File: src/hdl/tbw_pkg.sv
// package: register map, field layout, taps and state carrier of the timebase watchdog
package tbw_pkg;

    // register byte offsets
    localparam logic [11:0] TBW_ADDR_TB_CTRL = 12'h000;
    localparam logic [11:0] TBW_ADDR_SUB_CTRL = 12'h004;
    localparam logic [11:0] TBW_ADDR_WD_CTRL = 12'h008;
    localparam logic [11:0] TBW_ADDR_TB_CNT = 12'h00c;
    localparam logic [11:0] TBW_ADDR_SUB_CNT = 12'h010;

    // decoded register selector
    localparam logic [2:0] TBW_REG_TB_CTRL = 3'h0;
    localparam logic [2:0] TBW_REG_SUB_CTRL = 3'h1;
    localparam logic [2:0] TBW_REG_WD_CTRL = 3'h2;
    localparam logic [2:0] TBW_REG_TB_CNT = 3'h3;
    localparam logic [2:0] TBW_REG_SUB_CNT = 3'h4;
    localparam logic [2:0] TBW_REG_NONE = 3'h7;

    // field positions
    localparam int TBW_F_SEL = 0;
    localparam int TBW_F_CLR = 3;
    localparam int TBW_F_IE = 4;
    localparam int TBW_F_OF = 5;
    localparam int TBW_F_WDSRC = 6;
    localparam int TBW_F_WDKICK = 2;
    localparam int TBW_F_WDON = 3;
    localparam int TBW_F_WDCNT = 4;

    // counter widths
    localparam int TBW_TB_W = 18;
    localparam int TBW_SUB_W = 15;

    // carry tap bit per selection (timebase counter advances every two oscillation periods, subclock counter once per subclock rising edge)
    localparam logic [4:0] TBW_TB_TAP0 = 5'h0b;
    localparam logic [4:0] TBW_TB_TAP1 = 5'h0d;
    localparam logic [4:0] TBW_TB_TAP2 = 5'h0f;
    localparam logic [4:0] TBW_TB_TAP3 = 5'h12;
    localparam logic [4:0] TBW_WDS_TAP0 = 5'h0a;
    localparam logic [4:0] TBW_WDS_TAP1 = 5'h0d;
    localparam logic [4:0] TBW_WDS_TAP2 = 5'h0e;
    localparam logic [4:0] TBW_WDS_TAP3 = 5'h0f;
    localparam logic [4:0] TBW_SUB_TAP_BASE = 5'h08;

    // watchdog expiry count and interrupt request numbers
    localparam logic [1:0] TBW_WD_LAST = 2'h3;
    localparam logic [5:0] TBW_TB_IRQ_NUM = 6'h10;
    localparam logic [5:0] TBW_SUB_IRQ_NUM = 6'h1c;

    // axi responses
    localparam logic [1:0] TBW_RESP_OKAY = 2'h0;
    localparam logic [1:0] TBW_RESP_SLVERR = 2'h2;

    typedef enum logic [0:0] {
        TBW_WD_OFF = 1'b0,
        TBW_WD_ON = 1'b1
    } tbw_wd_state_type;

    typedef struct packed {
        logic awvalid;
        logic [11:0] awaddr;
        logic wvalid;
        logic [31:0] wdata;
        logic [3:0] wstrb;
        logic bready;
        logic arvalid;
        logic [11:0] araddr;
        logic rready;
    } tbw_axi_req_type;

    typedef struct packed {
        logic awready;
        logic wready;
        logic bvalid;
        logic [1:0] bresp;
        logic arready;
        logic rvalid;
        logic [31:0] rdata;
        logic [1:0] rresp;
    } tbw_axi_rsp_type;

    typedef struct packed {
        logic half;
        logic [17:0] tb_cnt;
        logic [1:0] tb_sel;
        logic tb_ie;
        logic tb_of;
        logic sub_s1;
        logic sub_s2;
        logic sub_prev;
        logic [14:0] sub_cnt;
        logic [2:0] sub_sel;
        logic sub_ie;
        logic sub_of;
        logic wd_src;
        tbw_wd_state_type wd_state;
        logic [1:0] wd_sel;
        logic [1:0] wd_cnt;
        logic wd_skip;
        logic cpu_rst;
        logic aw_vld;
        logic [11:0] aw_addr;
        logic w_vld;
        logic [31:0] w_data;
        logic [3:0] w_strb;
        logic bvalid;
        logic [1:0] bresp;
        logic rvalid;
        logic [31:0] rdata;
        logic [1:0] rresp;
    } tbw_state_type;

    localparam tbw_state_type TBW_STATE_RST = '0;

endpackage

File: src/hdl/tbw_timebase_watchdog.sv
// timebase counter, subclock interval counter and watchdog behind an axi4-lite slave
//
// Our own choices: the address map and register access over AXI4-Lite.
`timescale 1ns/1ps
module tbw_timebase_watchdog
    import tbw_pkg::*;
(
    // clock, reset, freeze
    input wire logic aclk,
    input wire logic aresetn,
    input wire logic ce,
    // subclock pin
    input wire logic subclk_pin,
    // register bus
    input wire tbw_axi_req_type axi_req,
    output tbw_axi_rsp_type axi_rsp,
    // interrupts and cpu reset
    output logic tb_irq,
    output logic sub_irq,
    output logic cpu_reset_req,
    // counter values for other functions
    output logic [17:0] tb_count,
    output logic [14:0] sub_count
);

    tbw_state_type s_ff;
    tbw_state_type nxt_s;

    logic tb_tick;
    logic tb_evt;
    logic wd_tb_evt;
    logic sub_tick;
    logic sub_evt;
    logic wd_sub_evt;
    logic wd_tick;
    logic wr_fire;
    logic [2:0] wr_reg;
    logic wr_tb;
    logic wr_sub;
    logic wr_wd;
    logic wd_kick;
    logic aw_hs;
    logic w_hs;
    logic ar_hs;

    // true when the increment carries into bit k
    function automatic logic carry_at(input logic [17:0] cnt, input logic [4:0] k);
        logic [17:0] mask;
        mask = (18'h1 << k) - 18'h1;
        return &(cnt | ~mask);
    endfunction

    // byte address to register selector
    function automatic logic [2:0] reg_sel(input logic [11:0] addr);
        logic [11:0] a;
        a = {addr[11:2], 2'b00};
        case (a)
            TBW_ADDR_TB_CTRL: reg_sel = TBW_REG_TB_CTRL;
            TBW_ADDR_SUB_CTRL: reg_sel = TBW_REG_SUB_CTRL;
            TBW_ADDR_WD_CTRL: reg_sel = TBW_REG_WD_CTRL;
            TBW_ADDR_TB_CNT: reg_sel = TBW_REG_TB_CNT;
            TBW_ADDR_SUB_CNT: reg_sel = TBW_REG_SUB_CNT;
            default: reg_sel = TBW_REG_NONE;
        endcase
    endfunction

    // interval taps
    function automatic logic [4:0] tb_tap(input logic [1:0] sel);
        case (sel)
            2'h0: tb_tap = TBW_TB_TAP0;
            2'h1: tb_tap = TBW_TB_TAP1;
            2'h2: tb_tap = TBW_TB_TAP2;
            default: tb_tap = TBW_TB_TAP3;
        endcase
    endfunction

    // subclock watchdog taps
    function automatic logic [4:0] wds_sub(input logic [1:0] sel);
        case (sel)
            2'h0: wds_sub = TBW_WDS_TAP0;
            2'h1: wds_sub = TBW_WDS_TAP1;
            2'h2: wds_sub = TBW_WDS_TAP2;
            default: wds_sub = TBW_WDS_TAP3;
        endcase
    endfunction

    // true in the later half of a tick period, at most half the steps left
    function automatic logic late_half(input logic [17:0] cnt, input logic [4:0] k);
        return cnt[k - 5'h1];
    endfunction

    function automatic logic [31:0] read_word(input tbw_state_type st, input logic [2:0] sel);
        logic [31:0] d;
        d = 32'h0;
        case (sel)
            TBW_REG_TB_CTRL: begin
                d[TBW_F_SEL +: 2] = st.tb_sel;
                d[TBW_F_IE] = st.tb_ie;
                d[TBW_F_OF] = st.tb_of;
            end
            TBW_REG_SUB_CTRL: begin
                d[TBW_F_SEL +: 3] = st.sub_sel;
                d[TBW_F_IE] = st.sub_ie;
                d[TBW_F_OF] = st.sub_of;
                d[TBW_F_WDSRC] = st.wd_src;
            end
            TBW_REG_WD_CTRL: begin
                d[TBW_F_SEL +: 2] = st.wd_sel;
                d[TBW_F_WDON] = (st.wd_state == TBW_WD_ON);
                d[TBW_F_WDCNT +: 2] = st.wd_cnt;
            end
            TBW_REG_TB_CNT: d[TBW_TB_W-1:0] = st.tb_cnt;
            TBW_REG_SUB_CNT: d[TBW_SUB_W-1:0] = st.sub_cnt;
            default: d = 32'h0;
        endcase
        return d;
    endfunction

    // tick and carry events
    assign tb_tick = s_ff.half;
    assign tb_evt = tb_tick & carry_at(s_ff.tb_cnt, tb_tap(s_ff.tb_sel));
    assign wd_tb_evt = tb_tick & carry_at(s_ff.tb_cnt, tb_tap(s_ff.wd_sel));
    assign sub_tick = s_ff.sub_s2 & ~s_ff.sub_prev;
    assign sub_evt = sub_tick & carry_at({3'h0, s_ff.sub_cnt}, TBW_SUB_TAP_BASE + {2'h0, s_ff.sub_sel});
    assign wd_sub_evt = sub_tick & carry_at({3'h0, s_ff.sub_cnt}, wds_sub(s_ff.wd_sel));
    assign wd_tick = s_ff.wd_src ? wd_tb_evt : wd_sub_evt;

    // bus handshakes and write decode
    assign aw_hs = axi_req.awvalid & ~s_ff.aw_vld & ~s_ff.bvalid;
    assign w_hs = axi_req.wvalid & ~s_ff.w_vld & ~s_ff.bvalid;
    assign ar_hs = axi_req.arvalid & ~s_ff.rvalid;
    assign wr_fire = s_ff.aw_vld & s_ff.w_vld & ~s_ff.bvalid;
    assign wr_reg = reg_sel(s_ff.aw_addr);
    assign wr_tb = wr_fire & s_ff.w_strb[0] & (wr_reg == TBW_REG_TB_CTRL);
    assign wr_sub = wr_fire & s_ff.w_strb[0] & (wr_reg == TBW_REG_SUB_CTRL);
    assign wr_wd = wr_fire & s_ff.w_strb[0] & (wr_reg == TBW_REG_WD_CTRL);
    assign wd_kick = wr_wd & s_ff.w_data[TBW_F_WDKICK];

    always_comb begin
        nxt_s = s_ff;
        nxt_s.cpu_rst = 1'b0;
        // oscillation clock divided by two
        nxt_s.half = ~s_ff.half;
        if (tb_tick) begin
            nxt_s.tb_cnt = s_ff.tb_cnt + 18'h1;
        end
        if (wr_tb) begin
            nxt_s.tb_sel = s_ff.w_data[TBW_F_SEL +: 2];
            nxt_s.tb_ie = s_ff.w_data[TBW_F_IE];
            if (s_ff.w_data[TBW_F_CLR]) begin
                nxt_s.tb_cnt = 18'h0;
            end
            if (!s_ff.w_data[TBW_F_OF]) begin
                nxt_s.tb_of = 1'b0;
            end
        end
        if (tb_evt) begin
            nxt_s.tb_of = 1'b1;
        end
        // subclock pin synchroniser and counter
        nxt_s.sub_s1 = subclk_pin;
        nxt_s.sub_s2 = s_ff.sub_s1;
        nxt_s.sub_prev = s_ff.sub_s2;
        if (sub_tick) begin
            nxt_s.sub_cnt = s_ff.sub_cnt + 15'h1;
        end
        if (wr_sub) begin
            nxt_s.sub_sel = s_ff.w_data[TBW_F_SEL +: 3];
            nxt_s.sub_ie = s_ff.w_data[TBW_F_IE];
            nxt_s.wd_src = s_ff.w_data[TBW_F_WDSRC];
            if (s_ff.w_data[TBW_F_CLR]) begin
                nxt_s.sub_cnt = 15'h0;
            end
            if (!s_ff.w_data[TBW_F_OF]) begin
                nxt_s.sub_of = 1'b0;
            end
        end
        if (sub_evt) begin
            nxt_s.sub_of = 1'b1;
        end
        // watchdog
        if (wr_wd) begin
            nxt_s.wd_sel = s_ff.w_data[TBW_F_SEL +: 2];
        end
        case (s_ff.wd_state)
            TBW_WD_OFF: begin
                if (wd_kick) begin
                    nxt_s.wd_state = TBW_WD_ON;
                end
            end
            TBW_WD_ON: begin
                if (!wd_kick && wd_tick) begin
                    if (s_ff.wd_skip) begin
                        nxt_s.wd_skip = 1'b0;
                    end else if (s_ff.wd_cnt == TBW_WD_LAST) begin
                        nxt_s.cpu_rst = 1'b1;
                        nxt_s.wd_cnt = 2'h0;
                    end else begin
                        nxt_s.wd_cnt = s_ff.wd_cnt + 2'h1;
                    end
                end
            end
            default: nxt_s.wd_state = TBW_WD_OFF;
        endcase
        // clear late in a tick period waits one extra tick, centring expiry on the interval
        if (wd_kick) begin
            nxt_s.wd_cnt = 2'h0;
            nxt_s.wd_skip = s_ff.wd_src ?
                late_half(nxt_s.tb_cnt, tb_tap(s_ff.w_data[TBW_F_SEL +: 2])) :
                late_half({3'h0, nxt_s.sub_cnt}, wds_sub(s_ff.w_data[TBW_F_SEL +: 2]));
        end
        // write channel
        if (aw_hs) begin
            nxt_s.aw_vld = 1'b1;
            nxt_s.aw_addr = axi_req.awaddr;
        end
        if (w_hs) begin
            nxt_s.w_vld = 1'b1;
            nxt_s.w_data = axi_req.wdata;
            nxt_s.w_strb = axi_req.wstrb;
        end
        if (wr_fire) begin
            nxt_s.aw_vld = 1'b0;
            nxt_s.w_vld = 1'b0;
            nxt_s.bvalid = 1'b1;
            nxt_s.bresp = (wr_reg == TBW_REG_NONE) ? TBW_RESP_SLVERR : TBW_RESP_OKAY;
        end
        if (s_ff.bvalid && axi_req.bready) begin
            nxt_s.bvalid = 1'b0;
        end
        // read channel
        if (ar_hs) begin
            nxt_s.rvalid = 1'b1;
            nxt_s.rdata = read_word(s_ff, reg_sel(axi_req.araddr));
            nxt_s.rresp = (reg_sel(axi_req.araddr) == TBW_REG_NONE) ?
                TBW_RESP_SLVERR : TBW_RESP_OKAY;
        end
        if (s_ff.rvalid && axi_req.rready) begin
            nxt_s.rvalid = 1'b0;
        end
    end

    always_ff @(posedge aclk) begin
        if (!aresetn) begin
            s_ff <= TBW_STATE_RST;
        end else if (ce) begin
            s_ff <= nxt_s;
        end
    end

    // outputs
    always_comb begin
        axi_rsp.awready = ~s_ff.aw_vld & ~s_ff.bvalid;
        axi_rsp.wready = ~s_ff.w_vld & ~s_ff.bvalid;
        axi_rsp.bvalid = s_ff.bvalid;
        axi_rsp.bresp = s_ff.bresp;
        axi_rsp.arready = ~s_ff.rvalid;
        axi_rsp.rvalid = s_ff.rvalid;
        axi_rsp.rdata = s_ff.rdata;
        axi_rsp.rresp = s_ff.rresp;
    end

    assign tb_irq = s_ff.tb_of & s_ff.tb_ie;
    assign sub_irq = s_ff.sub_of & s_ff.sub_ie;
    assign cpu_reset_req = s_ff.cpu_rst;
    assign tb_count = s_ff.tb_cnt;
    assign sub_count = s_ff.sub_cnt;
endmodule

File: config.mk
export PLATFORM = sky130hd
export DESIGN_NAME = tbw_timebase_watchdog
export DESIGN_NICKNAME = d
export VERILOG_FILES = /design/src/hdl/tbw_pkg.sv /design/src/hdl/tbw_timebase_watchdog.sv
export SDC_FILE = /design/constraint.sdc
export NUM_CORES = 1
export LEC_CHECK = 0
export ABC_AREA = 0
export ABC_CLOCK_PERIOD_IN_PS = 2580
export BUFFER_PORTS_ARGS = -buffer_cell sky130_fd_sc_hd__buf_2
export CAP_MARGIN = 20
export CORE_ASPECT_RATIO = 0.7
export CORE_MARGIN = 5
export CORE_UTILIZATION = 48
export CTS_BUF_LIST = sky130_fd_sc_hd__clkbuf_16
export DETAILED_ROUTE_END_ITERATION = 10
export MAX_ROUTING_LAYER = met4
export PLACE_DENSITY_LB_ADDON = 0.3
export SYNTH_ARGS = -nofsm -noshare
export SYNTH_HDL_FRONTEND = slang
export SYNTH_SLANG_ARGS = --single-unit
File: constraint.sdc
create_clock -name aclk -period 2.58 [get_ports aclk]
set_input_delay 0.516 -clock aclk [delete_from_list [all_inputs] [get_ports aclk]]
set_output_delay 0.516 -clock aclk [all_outputs]
set_load 0.02 [all_outputs]
# Yosys cells after proc, flatten, opt, wreduce, memory -nomap -nowiden
# Cells that the tools add are included.
# classes
addsub,10
magnitude_cmp,2
eq_ne,26
n_shift,4
muxes,51
n_bitwise,35
n_reduce_logical,38
# ops
operator,count
18-bit inverter,4
18-bit AND reduction,4
1-bit by 5-bit left shift with 18-bit output (first input constant),4
18-bit by 1-bit subtractor with 18-bit output (second input constant),4
5-bit one-hot mux with 3 select lines,3
10-bit by 2-bit == test with 1-bit output (second input constant),4
37-bit two-way mux,1
18-bit two-way mux,2
15-bit by 18-bit bitwise OR with 18-bit output,2
18-bit bitwise OR,2
35-bit two-way mux,1
15-bit two-way mux,2
3-bit one-hot mux with 5 select lines,2
22-bit two-way mux,1
2-bit AND reduction,11
1-bit AND,21
21-bit two-way mux,1
10-bit by 1-bit == test with 1-bit output (second input constant),2
10-bit by 3-bit == test with 1-bit output (second input constant),2
10-bit zero test,2
2-bit one-hot mux with 5 select lines,2
18-bit by 1-bit adder with 18-bit output (second input constant),1
3-bit one-hot mux with 3 select lines,2
8-bit one-hot mux with 2 select lines,1
other kinds (27),85
# totals
register_bits,128
input_bits,69
output_inout_bits,77
word_cells,194

# Logic depth before layout (Yosys ltp)
# logic_depth
ltp_word,13
mapped_depth,11

# Least setup slack after synthesis
# OpenSTA, ideal clock, no wires.
# synth_path
kind,reg2reg
from,register s_ff[80] (netlist bit)
to,register s_ff[89] (netlist bit)
setup_ns,0.122
t_arrival_ns,2.438
required_ns,2.458
path_slack_ns,0.020
stages_incl_launch_ff,8
path_buffers,0
cell_sequence,dfxtp_1 or4_1 or4_4 nor4_4 nor4_1 or4_1 a31oi_1 o31ai_1
# synth_via
elab_chain_len,9
word_cells_on_any_way,26
# synth_rtl
element,line,rtl
"start, declared",tbw_timebase_watchdog.sv:26,tbw_state_type s_ff;
"start signal, assigned",tbw_timebase_watchdog.sv:247,s_ff <= nxt_s;
"10-bit by 3-bit == test with 1-bit output, or another cell as far along",tbw_timebase_watchdog.sv:57,case (a)
3-bit one-hot mux with 5 select lines (*),tbw_timebase_watchdog.sv:57,
"3-bit by 1-bit == test with 1-bit output, or another cell as far along",tbw_timebase_watchdog.sv:135,assign wr_sub = wr_fire & s_ff.w_strb[0] & (wr_reg == TBW_REG_SUB_CTRL);
1-bit AND (on tied branches),"tbw_timebase_watchdog.sv:135, tbw_timebase_watchdog.sv:134, tbw_timebase_watchdog.sv:136",
"21-bit two-way mux, or another cell as far along",tbw_timebase_watchdog.sv:167,if (wr_sub) begin
1-bit binary-select mux with 5-bit select / 1-bit zero test (equally long branches),"tbw_timebase_watchdog.sv:89, tbw_timebase_watchdog.sv:192",
1-bit two-way mux (not written as such) / 1-bit logical AND (equally long branches),"tbw_timebase_watchdog.sv:89, tbw_timebase_watchdog.sv:192",
1-bit two-way mux / 2-bit nonzero test (equally long branches),--,
3-bit two-way mux / 3-bit AND reduction (equally long branches),--,
# Every way passes the cells marked *; elsewhere a longest branch is shown, timed or not. The select of a mux whose other input is x is not followed.
# A chain may end at the register's enable or synchronous reset.

# Worst setup path after layout
# Ends and elaborated chain as after synthesis.

==> results.py <==
metrics = {
    "routing": {
        "via_per_inst": 5.670,
        "wl_per_cell_microns": 17.53,
        "routed_wl_mm": 18.81,
        "dr.pass1.iters": 5,
        "drc_errors": 0,
        "ant_nets": 0,
        "vias": 6084,
        "first_iter_violations": 805,
    },
    "synth": {
        "synth_area_per_cell_sq_um": 7.762,
        "ys_ff_latch": 96,
        "async_reset_ff_frac": 0,
        "synth_cell_type_count": 62,
        "ys_warn_count": 0,
        "synth_edf_count": 0,
        "synth_top_area_frac": 0.3042,
        "synth_top_flop_cell": "dfxtp_1",
        "synth.area.top_cells": "dfxtp_1 30%, buf_4 8.4%, nand2_1 6.0%",
        "ys_seq_area_frac": 0.3042,
        "synthCells": 814,
        "syn-cell-area_sq_mm": 0.006319,
        "yosys.area.top_type": "dfxtp_1",
    },
    "final_layout": {
        "area_growth_pct": 15.56,
        "layout_commonest_cell": "nand2_1",
        "drive_gt1_frac": 0.2340,
        "final_nets": 991,
        "final_cell_mix": "101 x nand2_1, 97 x buf_2, 96 x dfxtp_1, 84 x buf_4",
        "fillerInstances": 1248,
    },
    "sta": {
        "finalSetupViolCount": 1,
        "rsz0062_at_grt": "true",
        "holdWs_ns": 0.4112,
        "fin_skew_ns": 0.005841,
        "tightest_slew_ns": 0.8348,
        "min_period_ns": 2.651,
        "slew_violations": 0,
        "finalCritPeriodShare": 1.027,
        "hold_viol_final": 0,
        "setup_slack_ns": -0.07073,
        "setup_tns_ns": -0.07073,
        "maxSlewHeadroom": 0.4423,
        "max_freq_ghz": 0.3773,
    },
    "floorplanning": {
        "dieWidth_microns": 147.1,
        "rows": 35,
        "design.core.area_sq_mm": 0.01301,
        "fp.dieH_microns": 106.0,
        "ios": 146,
        "start_util": 0.4858,
        "die-area_sq_mm": 0.01559,
    },
    "clocking": {
        "clk_pin_slew_worst_paths_ns": 0.07,
        "clk_path_buf_depth": 2,
        "clk_latency_ns": 0.35,
        "cts_htree_levels": 3,
        "numCtsBuffers": 9,
        "cts_tree": "done",
        "clock_sinks": 96,
        "root_buffer": "clkbuf_16",
    },
    "worst_setup_path": {
        "crit_required_ns": 2.81,
        "cp_cell_sequence": "or4_4 > or4_4 > buf_6 > nor4_4 > buf_4 > nor4_1 > or4_1 > a31oi_1 > o31ai_1",
        "arrival_ns": 2.88,
        "crit_buf_inv": 2,
        "reg2reg_from": "s_ff[80]",
        "critical-path-slowest-cell": "or4_4",
        "reg2reg_depth": 9,
        "max_stage_delay_ns": 0.53,
        "worstSetupStartpointType": "flop",
        "path_max_fanout": 6,
        "crit_top_cell": "or4_4",
        "critPathKind": "reg -> reg",
        "reg2reg_slack_ns": -0.07,
        "cpLargestDelayFamily": "simple AND/OR/NAND/NOR gates",
        "timing.critical_path.from": "s_ff[80]",
        "reg2reg_to": "s_ff[89]",
        "crit_path_end_kind": "flop",
    },
    "grt": {
        "grt_max_degree": 25,
        "grt_pass1_wl_mm": 29.55,
        "grt.overflow.total": 0,
        "track_usage": 0.2428,
        "antenna_found_initial": 1,
        "grt_pass1_vias": 5414,
    },
    "flow_run": {
        "drv_cap": 0,
    },
    "status": {
        "failed_checks": "setup timing",
        "outcome": "complete, but fails checks",
    },
    "power": {
        "power.density_mw_per_mm2": 435.9,
        "ir_drop_v": 0.0003340,
        "p_leak_uw": 0.002919,
    },
    "worst_hold_path": {
        "min_from": "axi_req[58]",
        "hold_depth": 3,
        "min_to": "s_ff[81]",
        "hp-class": "in -> reg",
    },
    "placed_design": {
        "io_buffers": 97,
        "place.gp.congestion": 0.9870,
        "dp_hpwl_mm": 14.60,
    },
}
area by class of cell:
type	count	area (sq um)	area share
well taps	166	207.7	0.02844
flip-flops and latches	96	1922	0.2632
multi-input cells	586	3657	0.5009
diodes	1	2.502	0.0003427
clock buffers	9	225.2	0.03084
repair buffers	183	1147	0.1571
inverters	25	93.84	0.01285
clock inverters	7	46.29	0.006340
cell families (layout without fill, tap and decap cells):
| group | after synthesis | after routing | synth area share |
|---|---|---|---|
| fa+ha+maj | 21 | 21 | 0.04158 |
| flops | 96 | 96 | 0.3042 |
| buf+inv | 147 | 224 | 0.1295 |
| other cells | 1 | 17 | 0.0005935 |
| simple gates | 338 | 338 | 0.2824 |
| xor+xnor | 23 | 23 | 0.03188 |
| mux | 16 | 16 | 0.02634 |
| compound gates | 172 | 172 | 0.1836 |
worst max-delay path by stage:
| stage | to | slack, ns | depth (start not counted) |
|---|---|---|---|
| 2_1_floorplan | s_ff[89] | 0.02 | 7 |
| 3_3_place_gp | s_ff[89] | -0.1 | 8 |
| 3_5_place_dp | s_ff[89] | -0.12 | 8 |
| 4_1_cts | s_ff[89] | -0.06 | 8 |
| 5_1_grt | s_ff[89] | -0.17 | 8 |
| 6_report | s_ff[89] | -0.07 | 9 |
registers in the layout, indices dropped and copies added (netlist names):
signal,count
cpu_reset_req,1
sub_count,15
nxt_s,2
tb_tick,1
tb_count,18
s_ff,37
axi_rsp,22
worst register-to-register path, cell delays in order (launching register included):
cell,delay [ns]
dfxtp_1,0.31
or4_4,0.53
or4_4,0.44
buf_6,0.14
nor4_4,0.11
buf_4,0.18
nor4_1,0.06
or4_1,0.50
a31oi_1,0.16
o31ai_1,0.10
metrics by stage:
step / instances / utilization / instance area [sq um] / setup WS [ns] / power, uW
after floorplan: 829 / - / 6375 / 0.02026 / 1820
after global routing: 1072 / 0.5612 / 7300 / -0.1677 / 3285
after global placement: 1054 / 0.5372 / 6987 / -0.09990 / 1930
after CTS: 1070 / 0.5592 / 7273 / -0.06137 / 3187
final: 1073 / 0.5614 / 7302 / -0.07073 / 3183
after detailed placement: 1054 / 0.5372 / 6987 / -0.1207 / 1933
per-layer routing:
metal  share of wire  GRT usage  vias up  wire length [microns]
met5               0          -        -                      0
met4           0.017    0.06649        0                    325
met3            0.10    0.06178       27                   1898
met2            0.39     0.3210      308                   7390
met1            0.49     0.3613     2804                   9190
li1                -          -     2945                      -
synthesized netlist by cell type, types with 4 or more instances:
library cell and count:
a21boi_0 31, xnor2_1 15, a311oi_1 4, nand4_1 12, nor2b_1 38, nor3b_1 19
a31oi_1 6, o21ai_0 49, inv_1 25, nor4_1 14, and3_1 9, nand3b_1 5
and2_1 24, clkbuf_1 50, mux2i_1 11, mux2_2 5, a222oi_1 6, nor3_1 15
xor2_1 8, dfxtp_1 96, o31ai_1 6, a21oi_1 28, nand3_1 23, buf_4 71
nand2b_1 12, nand2_1 101, ha_1 21, a221oi_1 13, nor2_1 49
power breakdown:
group | internal (uW) | switching (uW)
Sequential | 1510 | 28.1
Combinational | 151 | 224
Clock | 654 | 612
repair_timing:
| action | in CTS | in global routing |
|---|---|---|
| endpoints found under the hold margin | 0 | 0 |
| gates resized for setup | 3 | 3 |
| hold buffers | 0 | 0 |
| setup endpoints to repair | 1 | 21 |
| pin swaps | 5 | 6 |
| buffers inserted | 0 | 2 |
(Power assumes the default switching activity.)
